<file path="src/verilog/relay_ctl_cfg.svh">
`ifndef RELAY_CTL_CFG_SVH
`define RELAY_CTL_CFG_SVH

// Register byte offsets
`define OFF_CTRL 12'h000
`define OFF_DELAY 12'h004
`define OFF_STAT 12'h008
`define OFF_IRQ_STAT 12'h00c
`define OFF_IRQ_MASK 12'h010
`define OFF_CMD 12'h014
`define OFF_PASS 12'h018
`define OFF_BOOT 12'h01c

// Control register fields
`define CTRL_MODE_LSB 0
`define CTRL_TRIG_LSB 2
`define CTRL_OPER_ON 4
`define CTRL_CONFIRM 5
`define CTRL_INH_POL 6

// Command register fields (write-only pulses)
`define CMD_SEQ_ON 0
`define CMD_SEQ_OFF 1
`define CMD_WIPE 2

// Status register fields
`define STAT_RELAY 0
`define STAT_INHIBIT 1
`define STAT_FAST_ACTIVE 2
`define STAT_FAST_PENDING 3
`define STAT_UNLOCKED 4
`define STAT_DELAY_BAD 5

// Interrupt status bits
`define IRQ_RELAY_ON 0
`define IRQ_RELAY_OFF 1
`define IRQ_DELAY_REJ 2
`define IRQ_POL_REJ 3
`define IRQ_W 4

// Delay in half seconds: 0.5 s to 128.0 s, default 1.0 s
`define DELAY_W 9
`define DELAY_MIN 9'd1
`define DELAY_MAX 9'd256
`define DELAY_DEF 9'd2

// Half-second tick from the 50 MHz clock
`define HALF_SEC_MS 500
`define CLK_MHZ 50
`define HALF_SEC_CYC (`HALF_SEC_MS * 1000 * `CLK_MHZ)

`endif

</file>
<file path="src/verilog/relay_ctl_pkg.sv">
package relay_ctl_pkg;

typedef enum logic [1:0] {
    MODE_FAULT = 2'b00,
    MODE_OPER = 2'b01,
    MODE_SEQ = 2'b10
} relay_mode_t;

typedef enum logic [1:0] {
    TRIG_ERR = 2'b00,
    TRIG_V2C = 2'b01,
    TRIG_C2V = 2'b10
} trig_sel_t;

endpackage
</file>
<file path="src/verilog/half_sec_tick.sv">
`timescale 1ns/1ps
`include "relay_ctl_cfg.svh"

module half_sec_tick
    import relay_ctl_pkg::*;
#(
    parameter int unsigned CYCLES = `HALF_SEC_CYC
) (
    input wire logic hclk,
    input wire logic hresetn,
    input wire logic restart,
    output logic tick
);

    typedef struct packed {
        logic [31:0] cnt;
        logic tick;
    } tick_state_t;

    tick_state_t s_r;
    tick_state_t s_nxt;

    // Free divider, restarted so a new wait counts whole half seconds
    always_comb begin
        s_nxt = s_r;
        s_nxt.tick = 1'b0;
        if (restart) begin
            s_nxt.cnt = 32'h0;
        end else if (s_r.cnt == CYCLES - 1) begin
            s_nxt.cnt = 32'h0;
            s_nxt.tick = 1'b1;
        end else begin
            s_nxt.cnt = s_r.cnt + 32'h1;
        end
    end

    always_ff @(posedge hclk or negedge hresetn) begin
        if (!hresetn) begin
            s_r <= '0;
        end else begin
            s_r <= s_nxt;
        end
    end

    assign tick = s_r.tick;

endmodule

</file>
<file path="src/verilog/relay_ctl.sv">
// The address map and register access over AHB-Lite were chosen for this implementation.
`timescale 1ns/1ps
`include "relay_ctl_cfg.svh"
// Notes on behaviour
// - Three relay modes: fault, operator, sequence; fault mode after reset.
// - Error-only trigger: relay on at once for any system error.
// - Voltage-to-current trigger: relay on after delay in current regulation.
// - Current-to-voltage trigger: relay on after delay in voltage regulation.
// - Delay 0.5 to 128.0 s in half seconds; zero is rejected.
// - Transition trip only after the full delay in the new mode.
// - Delay resets to one second.
// - Transition trip drops on return to old mode or output off.
// - Operator mode drives the confirmed on/off state immediately.
// - Relay is off after every reset; manual state not kept.
// - Sequence mode: relay follows remote sequence commands only.
// - Wipe command returns to fault mode with error-only trigger.
// - Present relay state is readable in status.
// - Fast power-up flag tells boot to skip displays and enter setpoint.
// - Inhibit polarity selectable; active level disables the output.
// - Polarity change only while the password is accepted.
// - Fast power-up change stays pending until confirmed.

module relay_ctl
    import relay_ctl_pkg::*;
#(
    parameter int unsigned HALF_SEC_CYCLES = `HALF_SEC_CYC
) (
    input wire logic hclk,
    input wire logic hresetn,
    input wire logic hsel,
    input wire logic [11:0] haddr,
    input wire logic [1:0] htrans,
    input wire logic hwrite,
    input wire logic [2:0] hsize,
    input wire logic [31:0] hwdata,
    input wire logic hready,
    output logic [31:0] hrdata,
    output logic hreadyout,
    output logic hresp,
    input wire logic sys_error,
    input wire logic cc_mode,
    input wire logic output_on,
    input wire logic output_inhibit_input,
    input wire logic password_ok,
    input wire logic fast_power_up_saved,
    output logic relay_on,
    output logic output_disable,
    output logic fast_power_up,
    output logic irq
);

    // ------------------------------------------------------------
    // State
    // ------------------------------------------------------------
    typedef struct packed {
        logic [1:0] cc_sync;
        logic [1:0] inh_sync;
        logic [1:0] err_sync;
        logic [1:0] on_sync;
        logic ph_wr;
        logic ph_rd;
        logic [11:0] ph_addr;
        logic [31:0] rdata;
        relay_mode_t mode;
        trig_sel_t trig;
        logic oper_on;
        logic seq_on;
        logic inh_pol;
        logic [`DELAY_W-1:0] delay;
        logic [`DELAY_W-1:0] elapsed;
        logic trans_trip;
        logic relay;
        logic inhibit;
        logic boot_latched;
        logic fast_cur;
        logic fast_pend_val;
        logic fast_pend;
        logic delay_bad;
        logic [`IRQ_W-1:0] irq_stat;
        logic [`IRQ_W-1:0] irq_mask;
        logic irq;
    } relay_state_t;

    relay_state_t s_r;
    relay_state_t s_nxt;
    logic tick;
    logic in_new;
    logic timer_hold;

    // True when a half-second count satisfies the accepted range
    function automatic logic delay_ok(input logic [31:0] v);
        delay_ok = (v >= 32'(`DELAY_MIN)) && (v <= 32'(`DELAY_MAX));
    endfunction

    // ------------------------------------------------------------
    // Half-second time base
    // ------------------------------------------------------------
    // Regulation sits in the mode that the chosen trigger watches
    assign in_new = (s_r.trig == TRIG_V2C) ? s_r.cc_sync[1] : !s_r.cc_sync[1];
    // Divider held with the timer, so the first tick lands a whole half second in
    assign timer_hold = (s_r.mode != MODE_FAULT) || (s_r.trig == TRIG_ERR) ||
        !s_r.on_sync[1] || !in_new;

    half_sec_tick #(
        .CYCLES(HALF_SEC_CYCLES)
    ) u_tick (
        .hclk(hclk),
        .hresetn(hresetn),
        .restart(timer_hold),
        .tick(tick)
    );

    // ------------------------------------------------------------
    // Next state
    // ------------------------------------------------------------
    always_comb begin
        logic trip_now;
        logic [`IRQ_W-1:0] ev;
        logic [`IRQ_W-1:0] w1c;
        logic rd_hit;
        trip_now = 1'b0;
        ev = '0;
        w1c = '0;
        rd_hit = 1'b0;
        s_nxt = s_r;

        // Pins cross two flops before use
        s_nxt.cc_sync = {s_r.cc_sync[0], cc_mode};
        s_nxt.inh_sync = {s_r.inh_sync[0], output_inhibit_input};
        s_nxt.err_sync = {s_r.err_sync[0], sys_error};
        s_nxt.on_sync = {s_r.on_sync[0], output_on};

        // Fast power-up state captured once after reset release
        if (!s_r.boot_latched) begin
            s_nxt.boot_latched = 1'b1;
            s_nxt.fast_cur = fast_power_up_saved;
            s_nxt.fast_pend_val = fast_power_up_saved;
        end

        // Bus address phase capture
        s_nxt.ph_wr = hsel && hready && htrans[1] && hwrite;
        s_nxt.ph_rd = hsel && hready && htrans[1] && !hwrite;
        if (hsel && hready && htrans[1]) begin
            s_nxt.ph_addr = haddr;
        end

        // Write data phase
        if (s_r.ph_wr) begin
            unique case (s_r.ph_addr)
                `OFF_CTRL: begin
                    if (hwdata[`CTRL_MODE_LSB +: 2] != 2'b11) begin
                        s_nxt.mode = relay_mode_t'(hwdata[`CTRL_MODE_LSB +: 2]);
                    end
                    if (hwdata[`CTRL_TRIG_LSB +: 2] != 2'b11) begin
                        s_nxt.trig = trig_sel_t'(hwdata[`CTRL_TRIG_LSB +: 2]);
                    end
                    if (hwdata[`CTRL_CONFIRM]) begin
                        s_nxt.oper_on = hwdata[`CTRL_OPER_ON];
                    end
                    if (hwdata[`CTRL_INH_POL] != s_r.inh_pol) begin
                        if (password_ok) begin
                            s_nxt.inh_pol = hwdata[`CTRL_INH_POL];
                        end else begin
                            ev[`IRQ_POL_REJ] = 1'b1;
                        end
                    end
                end
                `OFF_DELAY: begin
                    if (delay_ok(hwdata)) begin
                        s_nxt.delay = hwdata[`DELAY_W-1:0];
                        s_nxt.delay_bad = 1'b0;
                    end else begin
                        s_nxt.delay_bad = 1'b1;
                        ev[`IRQ_DELAY_REJ] = 1'b1;
                    end
                end
                `OFF_CMD: begin
                    if (hwdata[`CMD_SEQ_ON]) begin
                        s_nxt.seq_on = 1'b1;
                    end else if (hwdata[`CMD_SEQ_OFF]) begin
                        s_nxt.seq_on = 1'b0;
                    end
                    if (hwdata[`CMD_WIPE]) begin
                        s_nxt.mode = MODE_FAULT;
                        s_nxt.trig = TRIG_ERR;
                    end
                end
                `OFF_BOOT: begin
                    // Bit 0 stages a value, bit 1 confirms it
                    s_nxt.fast_pend_val = hwdata[0];
                    s_nxt.fast_pend = (hwdata[0] != s_r.fast_cur) && !hwdata[1];
                    if (hwdata[1]) begin
                        s_nxt.fast_cur = hwdata[0];
                    end
                end
                `OFF_IRQ_STAT: w1c = hwdata[`IRQ_W-1:0];
                `OFF_IRQ_MASK: s_nxt.irq_mask = hwdata[`IRQ_W-1:0];
                default: ;
            endcase
        end

        // Transition trip timing, restarted whenever regulation leaves the new mode
        if (timer_hold) begin
            s_nxt.elapsed = '0;
            s_nxt.trans_trip = 1'b0;
        end else if (!s_r.trans_trip && tick) begin
            s_nxt.elapsed = s_r.elapsed + 1'b1;
            if (s_r.elapsed + 1'b1 >= s_r.delay) begin
                s_nxt.trans_trip = 1'b1;
            end
        end

        // Relay drive per mode
        unique case (s_r.mode)
            MODE_FAULT: trip_now = s_r.err_sync[1] || s_r.trans_trip;
            MODE_OPER: trip_now = s_r.oper_on;
            MODE_SEQ: trip_now = s_r.seq_on;
            default: trip_now = 1'b0;
        endcase
        s_nxt.relay = trip_now;
        ev[`IRQ_RELAY_ON] = trip_now && !s_r.relay;
        ev[`IRQ_RELAY_OFF] = !trip_now && s_r.relay;

        // Inhibit at chosen active level
        s_nxt.inhibit = (s_r.inh_sync[1] == s_r.inh_pol);

        // Sticky events; a new event beats a same-cycle clear
        s_nxt.irq_stat = (s_r.irq_stat & ~w1c) | ev;
        s_nxt.irq = |(s_nxt.irq_stat & s_nxt.irq_mask);

        // Read data phase
        rd_hit = hsel && hready && htrans[1] && !hwrite;
        if (rd_hit) begin
            s_nxt.rdata = '0;
            unique case (haddr)
                `OFF_CTRL: begin
                    s_nxt.rdata[`CTRL_MODE_LSB +: 2] = s_r.mode;
                    s_nxt.rdata[`CTRL_TRIG_LSB +: 2] = s_r.trig;
                    s_nxt.rdata[`CTRL_OPER_ON] = s_r.oper_on;
                    s_nxt.rdata[`CTRL_INH_POL] = s_r.inh_pol;
                end
                `OFF_DELAY: s_nxt.rdata[`DELAY_W-1:0] = s_r.delay;
                `OFF_STAT: begin
                    s_nxt.rdata[`STAT_RELAY] = s_r.relay;
                    s_nxt.rdata[`STAT_INHIBIT] = s_r.inhibit;
                    s_nxt.rdata[`STAT_FAST_ACTIVE] = s_r.fast_cur;
                    s_nxt.rdata[`STAT_FAST_PENDING] = s_r.fast_pend;
                    s_nxt.rdata[`STAT_UNLOCKED] = password_ok;
                    s_nxt.rdata[`STAT_DELAY_BAD] = s_r.delay_bad;
                end
                `OFF_IRQ_STAT: s_nxt.rdata[`IRQ_W-1:0] = s_r.irq_stat;
                `OFF_IRQ_MASK: s_nxt.rdata[`IRQ_W-1:0] = s_r.irq_mask;
                `OFF_BOOT: s_nxt.rdata[1:0] = {s_r.fast_pend, s_r.fast_pend_val};
                default: ;
            endcase
        end
    end

    // ------------------------------------------------------------
    // Registers
    // ------------------------------------------------------------
    // Reset brings up relay off and factory config
    always_ff @(posedge hclk or negedge hresetn) begin
        if (!hresetn) begin
            s_r <= '0;
            s_r.mode <= MODE_FAULT;
            s_r.trig <= TRIG_ERR;
            s_r.inh_pol <= 1'b1;
            s_r.delay <= `DELAY_DEF;
        end else begin
            s_r <= s_nxt;
        end
    end

    // ------------------------------------------------------------
    // Outputs
    // ------------------------------------------------------------
    assign hrdata = s_r.rdata;
    assign hreadyout = 1'b1;
    assign hresp = 1'b0;
    assign relay_on = s_r.relay;
    assign output_disable = s_r.inhibit;
    assign fast_power_up = s_r.fast_cur;
    assign irq = s_r.irq;

    // ------------------------------------------------------------
    // Checks
    // ------------------------------------------------------------
    relay_reset_a: assert property (@(posedge hclk) $rose(hresetn) |-> !relay_on)
        else $error("relay on after reset");

    err_trip_a: assert property (@(posedge hclk) disable iff (!hresetn)
        (s_r.mode == MODE_FAULT && s_r.err_sync[1]) |=> relay_on)
        else $error("error did not trip relay");

    oper_drive_a: assert property (@(posedge hclk) disable iff (!hresetn)
        (s_r.mode == MODE_OPER) |=> (relay_on == $past(s_r.oper_on)))
        else $error("operator state not driven");

    seq_drive_a: assert property (@(posedge hclk) disable iff (!hresetn)
        (s_r.mode == MODE_SEQ) |=> (relay_on == $past(s_r.seq_on)))
        else $error("sequence state not driven");

    delay_range_a: assert property (@(posedge hclk) disable iff (!hresetn)
        (s_r.delay >= `DELAY_MIN) && (s_r.delay <= `DELAY_MAX))
        else $error("delay out of range");

    trip_wait_a: assert property (@(posedge hclk) disable iff (!hresetn)
        $rose(s_r.trans_trip) |-> ($past(s_r.elapsed) + 1'b1 >= s_r.delay))
        else $error("trip before full delay");

    trip_drop_a: assert property (@(posedge hclk) disable iff (!hresetn)
        (s_r.trans_trip && !s_r.on_sync[1]) |=> !s_r.trans_trip)
        else $error("trip held with output off");

    inh_follow_a: assert property (@(posedge hclk) disable iff (!hresetn)
        ##1 (output_disable == ($past(s_r.inh_sync[1]) == $past(s_r.inh_pol))))
        else $error("inhibit level wrong");

    pol_lock_a: assert property (@(posedge hclk) disable iff (!hresetn)
        (s_r.inh_pol != $past(s_r.inh_pol)) |-> $past(password_ok))
        else $error("polarity changed while locked");

    wipe_cfg_a: assert property (@(posedge hclk) disable iff (!hresetn)
        (s_r.ph_wr && s_r.ph_addr == `OFF_CMD && hwdata[`CMD_WIPE])
        |=> (s_r.mode == MODE_FAULT && s_r.trig == TRIG_ERR))
        else $error("wipe did not restore defaults");

    hold_clear_a: assert property (@(posedge hclk) disable iff (!hresetn)
        timer_hold |=> (s_r.elapsed == '0 && !s_r.trans_trip))
        else $error("timer not cleared outside new mode");

    hold_tick_a: assert property (@(posedge hclk) disable iff (!hresetn)
        timer_hold |=> !tick)
        else $error("half-second tick during hold");

    delay_rej_a: assert property (@(posedge hclk) disable iff (!hresetn)
        (s_r.ph_wr && s_r.ph_addr == `OFF_DELAY && !delay_ok(hwdata))
        |=> (s_r.delay == $past(s_r.delay) && s_r.irq_stat[`IRQ_DELAY_REJ]))
        else $error("bad delay not refused");

    boot_confirm_a: assert property (@(posedge hclk) disable iff (!hresetn)
        (s_r.ph_wr && s_r.ph_addr == `OFF_BOOT && hwdata[1])
        |=> (!s_r.fast_pend && fast_power_up == $past(hwdata[0])))
        else $error("confirm did not apply setting");

    relay_event_a: assert property (@(posedge hclk) disable iff (!hresetn)
        $rose(relay_on) |-> s_r.irq_stat[`IRQ_RELAY_ON])
        else $error("relay rise not recorded");

endmodule

</file>
<file path="config.mk">
export PLATFORM = sky130hd
export DESIGN_NAME = relay_ctl
export DESIGN_NICKNAME = d
export VERILOG_FILES = /design/src/verilog/relay_ctl_pkg.sv /design/src/verilog/half_sec_tick.sv /design/src/verilog/relay_ctl.sv
export VERILOG_INCLUDE_DIRS = /design/src /design/src/verilog
export SDC_FILE = /design/constraint.sdc
export NUM_CORES = 1
export LEC_CHECK = 0
export BUFFER_PORTS_ARGS = -buffer_cell sky130_fd_sc_hd__clkbuf_2
export CAP_MARGIN = 5
export CORE_UTILIZATION = 25
export CTS_BUF_LIST = sky130_fd_sc_hd__clkbuf_2 sky130_fd_sc_hd__clkbuf_4 sky130_fd_sc_hd__clkbuf_8
export CTS_CLUSTER_SIZE = 24
export DETAILED_ROUTE_END_ITERATION = 10
export SETUP_SLACK_MARGIN = 0.2
export SKIP_CTS_REPAIR_TIMING = 1
export SLEW_MARGIN = 10
export SYNTH_ARGS = -nofsm -noshare
export SYNTH_HDL_FRONTEND = slang
export SYNTH_SLANG_ARGS = --single-unit
</file>
<file path="constraint.sdc">
create_clock -name hclk -period 2.65 [get_ports hclk]
set_input_delay 0.265 -clock hclk [delete_from_list [all_inputs] [get_ports hclk]]
set_output_delay 0.265 -clock hclk [all_outputs]
set_load 0.02 [all_outputs]
</file>
==> summary by stage <==
Worst setup path
For the worst setup path, the data required time is ~3 ns. The worst setup slack for register-to-register paths is 0.30 ns. The number of cells on the worst reg-to-reg path is 5. The critical setup path kind is reg2reg.

Of all nets on the critical path, the largest fanout is 4. STA classifies the critical path endpoint as a register. The end of the critical path is irq. The capture instance of the worst register-to-register path is irq.

In this run the worst setup path begins at s_r[75]. In this run the critical register-to-register path is launched from s_r[75]. Data arrives at the worst endpoint at around 2.6 ns. The critical path launch point type is a register.

STA
Static timing analysis puts the maximum clock frequency at roughly 0.43 GHz. Across the routed clock network, the largest skew measured is ~0.019 ns. The final number of setup-violating endpoints is 0.

The final critical path takes up approximately nine tenths of the cycle. The slew at the pin closest to its max-slew limit is a little under 0.7 ns. The max-slew violation count was 0. The headroom to the max-slew limit is 54.74%.

The total negative setup slack is 0 ns. Subtracting the final worst setup slack from the clock period gives between 2 and 2.5 ns. Setup repair after global routing left no endpoint under its margin. The number of hold-slack violations in the final timing report is 0.

Placement
The number of I/O port buffers is 68. The final weighted congestion of routability-driven global placement is just over 0.8. The cell area reported after detailed placement is slightly above 6000 sq um.

Summed over all nets, the half-perimeter wirelength after detailed placement is 9113 um.

Route
The routed wire length is between 10000 and 15000 um. The via count of the routed design is 4042. In this run the remaining antenna-violating nets after routing total 0.

The number of detailed-route iterations in the first pass is 4. The total length of routed met3 wires is 634 um. Signal routing reaches up to met5. The average via count per standard cell is 4.511.

In the final routing, the length of wire on met1 measures around 5900 um. The per-cell routed wire length is 13.65 um. After detailed routing, the number of remaining DRC violations is 0.

The met2 wirelength from detailed routing is about 5600 um. The first routing iteration left roughly 270 violations.

Cells and area
For this run, the share of the core covered by cells in the final layout is between 20% and 30%. The library cell used most frequently in the layout, excluding fill and tap cells, is dfrtp_1. In the layout the commonest cells are dfrtp_1 (103), clkbuf_2 (67), nor2_1 (50).

In the final layout, the share of cells above drive strength 1 is 22.56%. The number of nets in the final layout is 682. After routing the design area is about 6400 sq um.

The post-synthesis to final-layout area growth is 14.10%. 0 antenna diodes ended up in the layout.

Pwr
For this design the ratio of total power to cell area is ~460 nW/um^2. The standby leakage power is 2.776 nW. The maximum vdd ir drop is about 0.20 mV.

Logic synthesis
The cell area after technology mapping is around 5600 sq um. The post-synthesis share of cell area spent on and, or, nand and nor gates is approximately a fifth. The average cell area after synthesis is ~10 sq um. The number of synthesized flops with an enable pin is 0. The synthesized netlist devotes under 10% of its cell area to XOR and XNOR gates. Yosys mapped the design onto 63 distinct sky130hd cell types. The portion of synthesized area spent on multiplexers is under 10%. The flip-flop cell with the highest count after synthesis is dfrtp_1. The async set-reset flop share out of synthesis is 100.0%. For this run, the number of Yosys warnings is 0. The number of flip-flops and latches in the synthesized netlist is around 110. By area, the combinational part of the netlist is dominated by simple AND/OR/NAND/NOR gates.

The gate count after technology mapping is ~540. The share of the Yosys chip area taken by registers is between 40 and 50%. The compound-cell area share of the yosys netlist is approximately 6.9%. The adder-cell area share of the yosys netlist is around 2.5%.

Floorplanning
The row count is 54. The region available for standard cell placement spans between 20000 and 25000 sq um. The floorplan die width is between 150 and 200 um.

The die is between 150 and 200 um tall. Once the floorplan was initialized, standard cells occupied 25.54% of the core. a little under 100 I/O pins were placed. The floorplan step defined a die boundary enclosing approximately 23000 sq um.

CTS
In this run, CTS created clock tree buffers numbering 9. The clock latency on the worst-skew pair is a little under 0.4 ns. The tree is rooted in a clkbuf_8. The buffer levels on the longest clock path is 2.

After clock tree synthesis, the clock-pin slew on the worst setup and hold paths is between 0.1 and 0.15 ns. The clock tree synthesis step divided the H-tree into 3 levels. For this design, the sink count on the clock tree is about 110. TritonCTS built the clock tree.

GRT
The via count of the first global-routing pass is about 3.9k. Global routing used a little under an eighth of the available tracks across all layers. Entering global routing, the biggest net connects 50 pins. After global routing the overflow that remains totals 0. The global-route wire length before repair is 20360 um.

The number of antenna violations at the first check in global routing is 1.

Run
Across the run, the number of max-cap violations was 0.

Status
The flow ran to the end, and the final reports show no timing, DRC or antenna violations.

Worst hold path
The min-delay analysis places its worst path in the category in2reg.
per-stage QoR:
step	std cells	worst slack, ns	hold slack (ns)	total power [mW]
3_5_place_dp	875	0.2528	0.2694	2.008
2_1_floorplan	566	0.4205	-0.03059	1.896
3_3_place_gp	875	0.2902	0.2694	2.004
5_1_grt	896	0.2054	0.07908	3.081
6_report	896	0.2972	0.08467	2.930
4_1_cts	891	0.2656	-0.1775	2.986
logic make-up (layout without fill, tap and decap cells):
| kind of cell | Yosys count | in the layout |
|---|---|---|
| xor gates and xnor gates | 46 | 46 |
| other | 2 | 26 |
| and+or+nand+nor | 212 | 212 |
| AOI/OAI and AO/OA | 58 | 58 |
| muxes | 38 | 38 |
| buffers and inverters | 70 | 120 |
| DFF | 105 | 105 |
| adders and majority gates | 11 | 11 |
flip-flops by register name, indices dropped and copies added (netlist names):
name	count
irq	1
relay_on	1
u_tick.s_r	32
s_r	55
fast_power_up	1
s_nxt	4
u_tick.tick	1
hrdata	9
output_disable	1
Yosys cell counts (3+ instances only):
cell type / n / area share, %
a22o_1: 3 / 0.47
a21oi_1: 8 / 0.72
or3_1: 3 / 0.34
nand3b_1: 3 / 0.40
clkbuf_1: 11 / 0.74
o31ai_1: 4 / 0.54
nand2_1: 41 / 2.8
xnor2_1: 21 / 3.3
nor4_1: 15 / 1.7
nand3_1: 23 / 2.1
nor2b_1: 5 / 0.56
and2_1: 4 / 0.45
mux2_2: 24 / 4.8
and3_1: 12 / 1.3
dfrtp_1: 103 / 46
nor3_1: 7 / 0.63
buf_2: 5 / 0.45
nand2b_1: 3 / 0.34
inv_1: 19 / 1.3
ha_1: 11 / 2.5
a22oi_1: 5 / 0.67
o21ai_0: 17 / 1.5
mux2i_1: 11 / 2.0
xor2_1: 25 / 3.9
and4_1: 6 / 0.94
nand4_1: 18 / 2.0
buf_4: 34 / 4.6
or2_2: 4 / 0.45
nor2_1: 50 / 3.4
a31oi_1: 4 / 0.45
power by group:
part | internal (mW) | switching (mW) | leakage (nW)
registers | 1.65 | 0.0452 | 1.35
clock network | 0.366 | 0.583 | 0.0962
logic | 0.116 | 0.165 | 1.33
total | 2.14 | 0.794 | 2.78
cell type report:
type / instances / area [sq um]
well taps: 280 / 350.3
clock inverters: 6 / 51.30
inverters: 19 / 71.32
fillers: 2266 / 15460
clock buffers: 10 / 131.4
repair buffers: 85 / 495.5
multi-input cells: 391 / 2630
flip-flops and latches: 105 / 2630
routing by layer:
layer,vias up,global-route usage [%]
li1,1985,-
met1,1936,15.42
met2,108,18.24
met3,11,3.223
met4,2,3.200
met5,-,0
worst min path at each step:
stage | cells after the start | end | start
final | 3 | s_r[87] | hwrite
after global routing | 3 | s_r[87] | hwrite
after CTS | 1 | s_r[77] | hresetn
after detailed placement | 1 | s_r[82] | hresetn
after global placement | 1 | s_r[82] | hresetn
after floorplan | 0 | fast_power_up | hresetn
worst max-delay path: stages, from the launching register on:
cell	delay, ns
dfrtp_1	0.40
or4_4	0.58
nor4_4	0.40
mux2_2	0.39
a22o_1	0.24
a221o_1	0.25
Note: power is estimated with default switching activity, not from simulation.
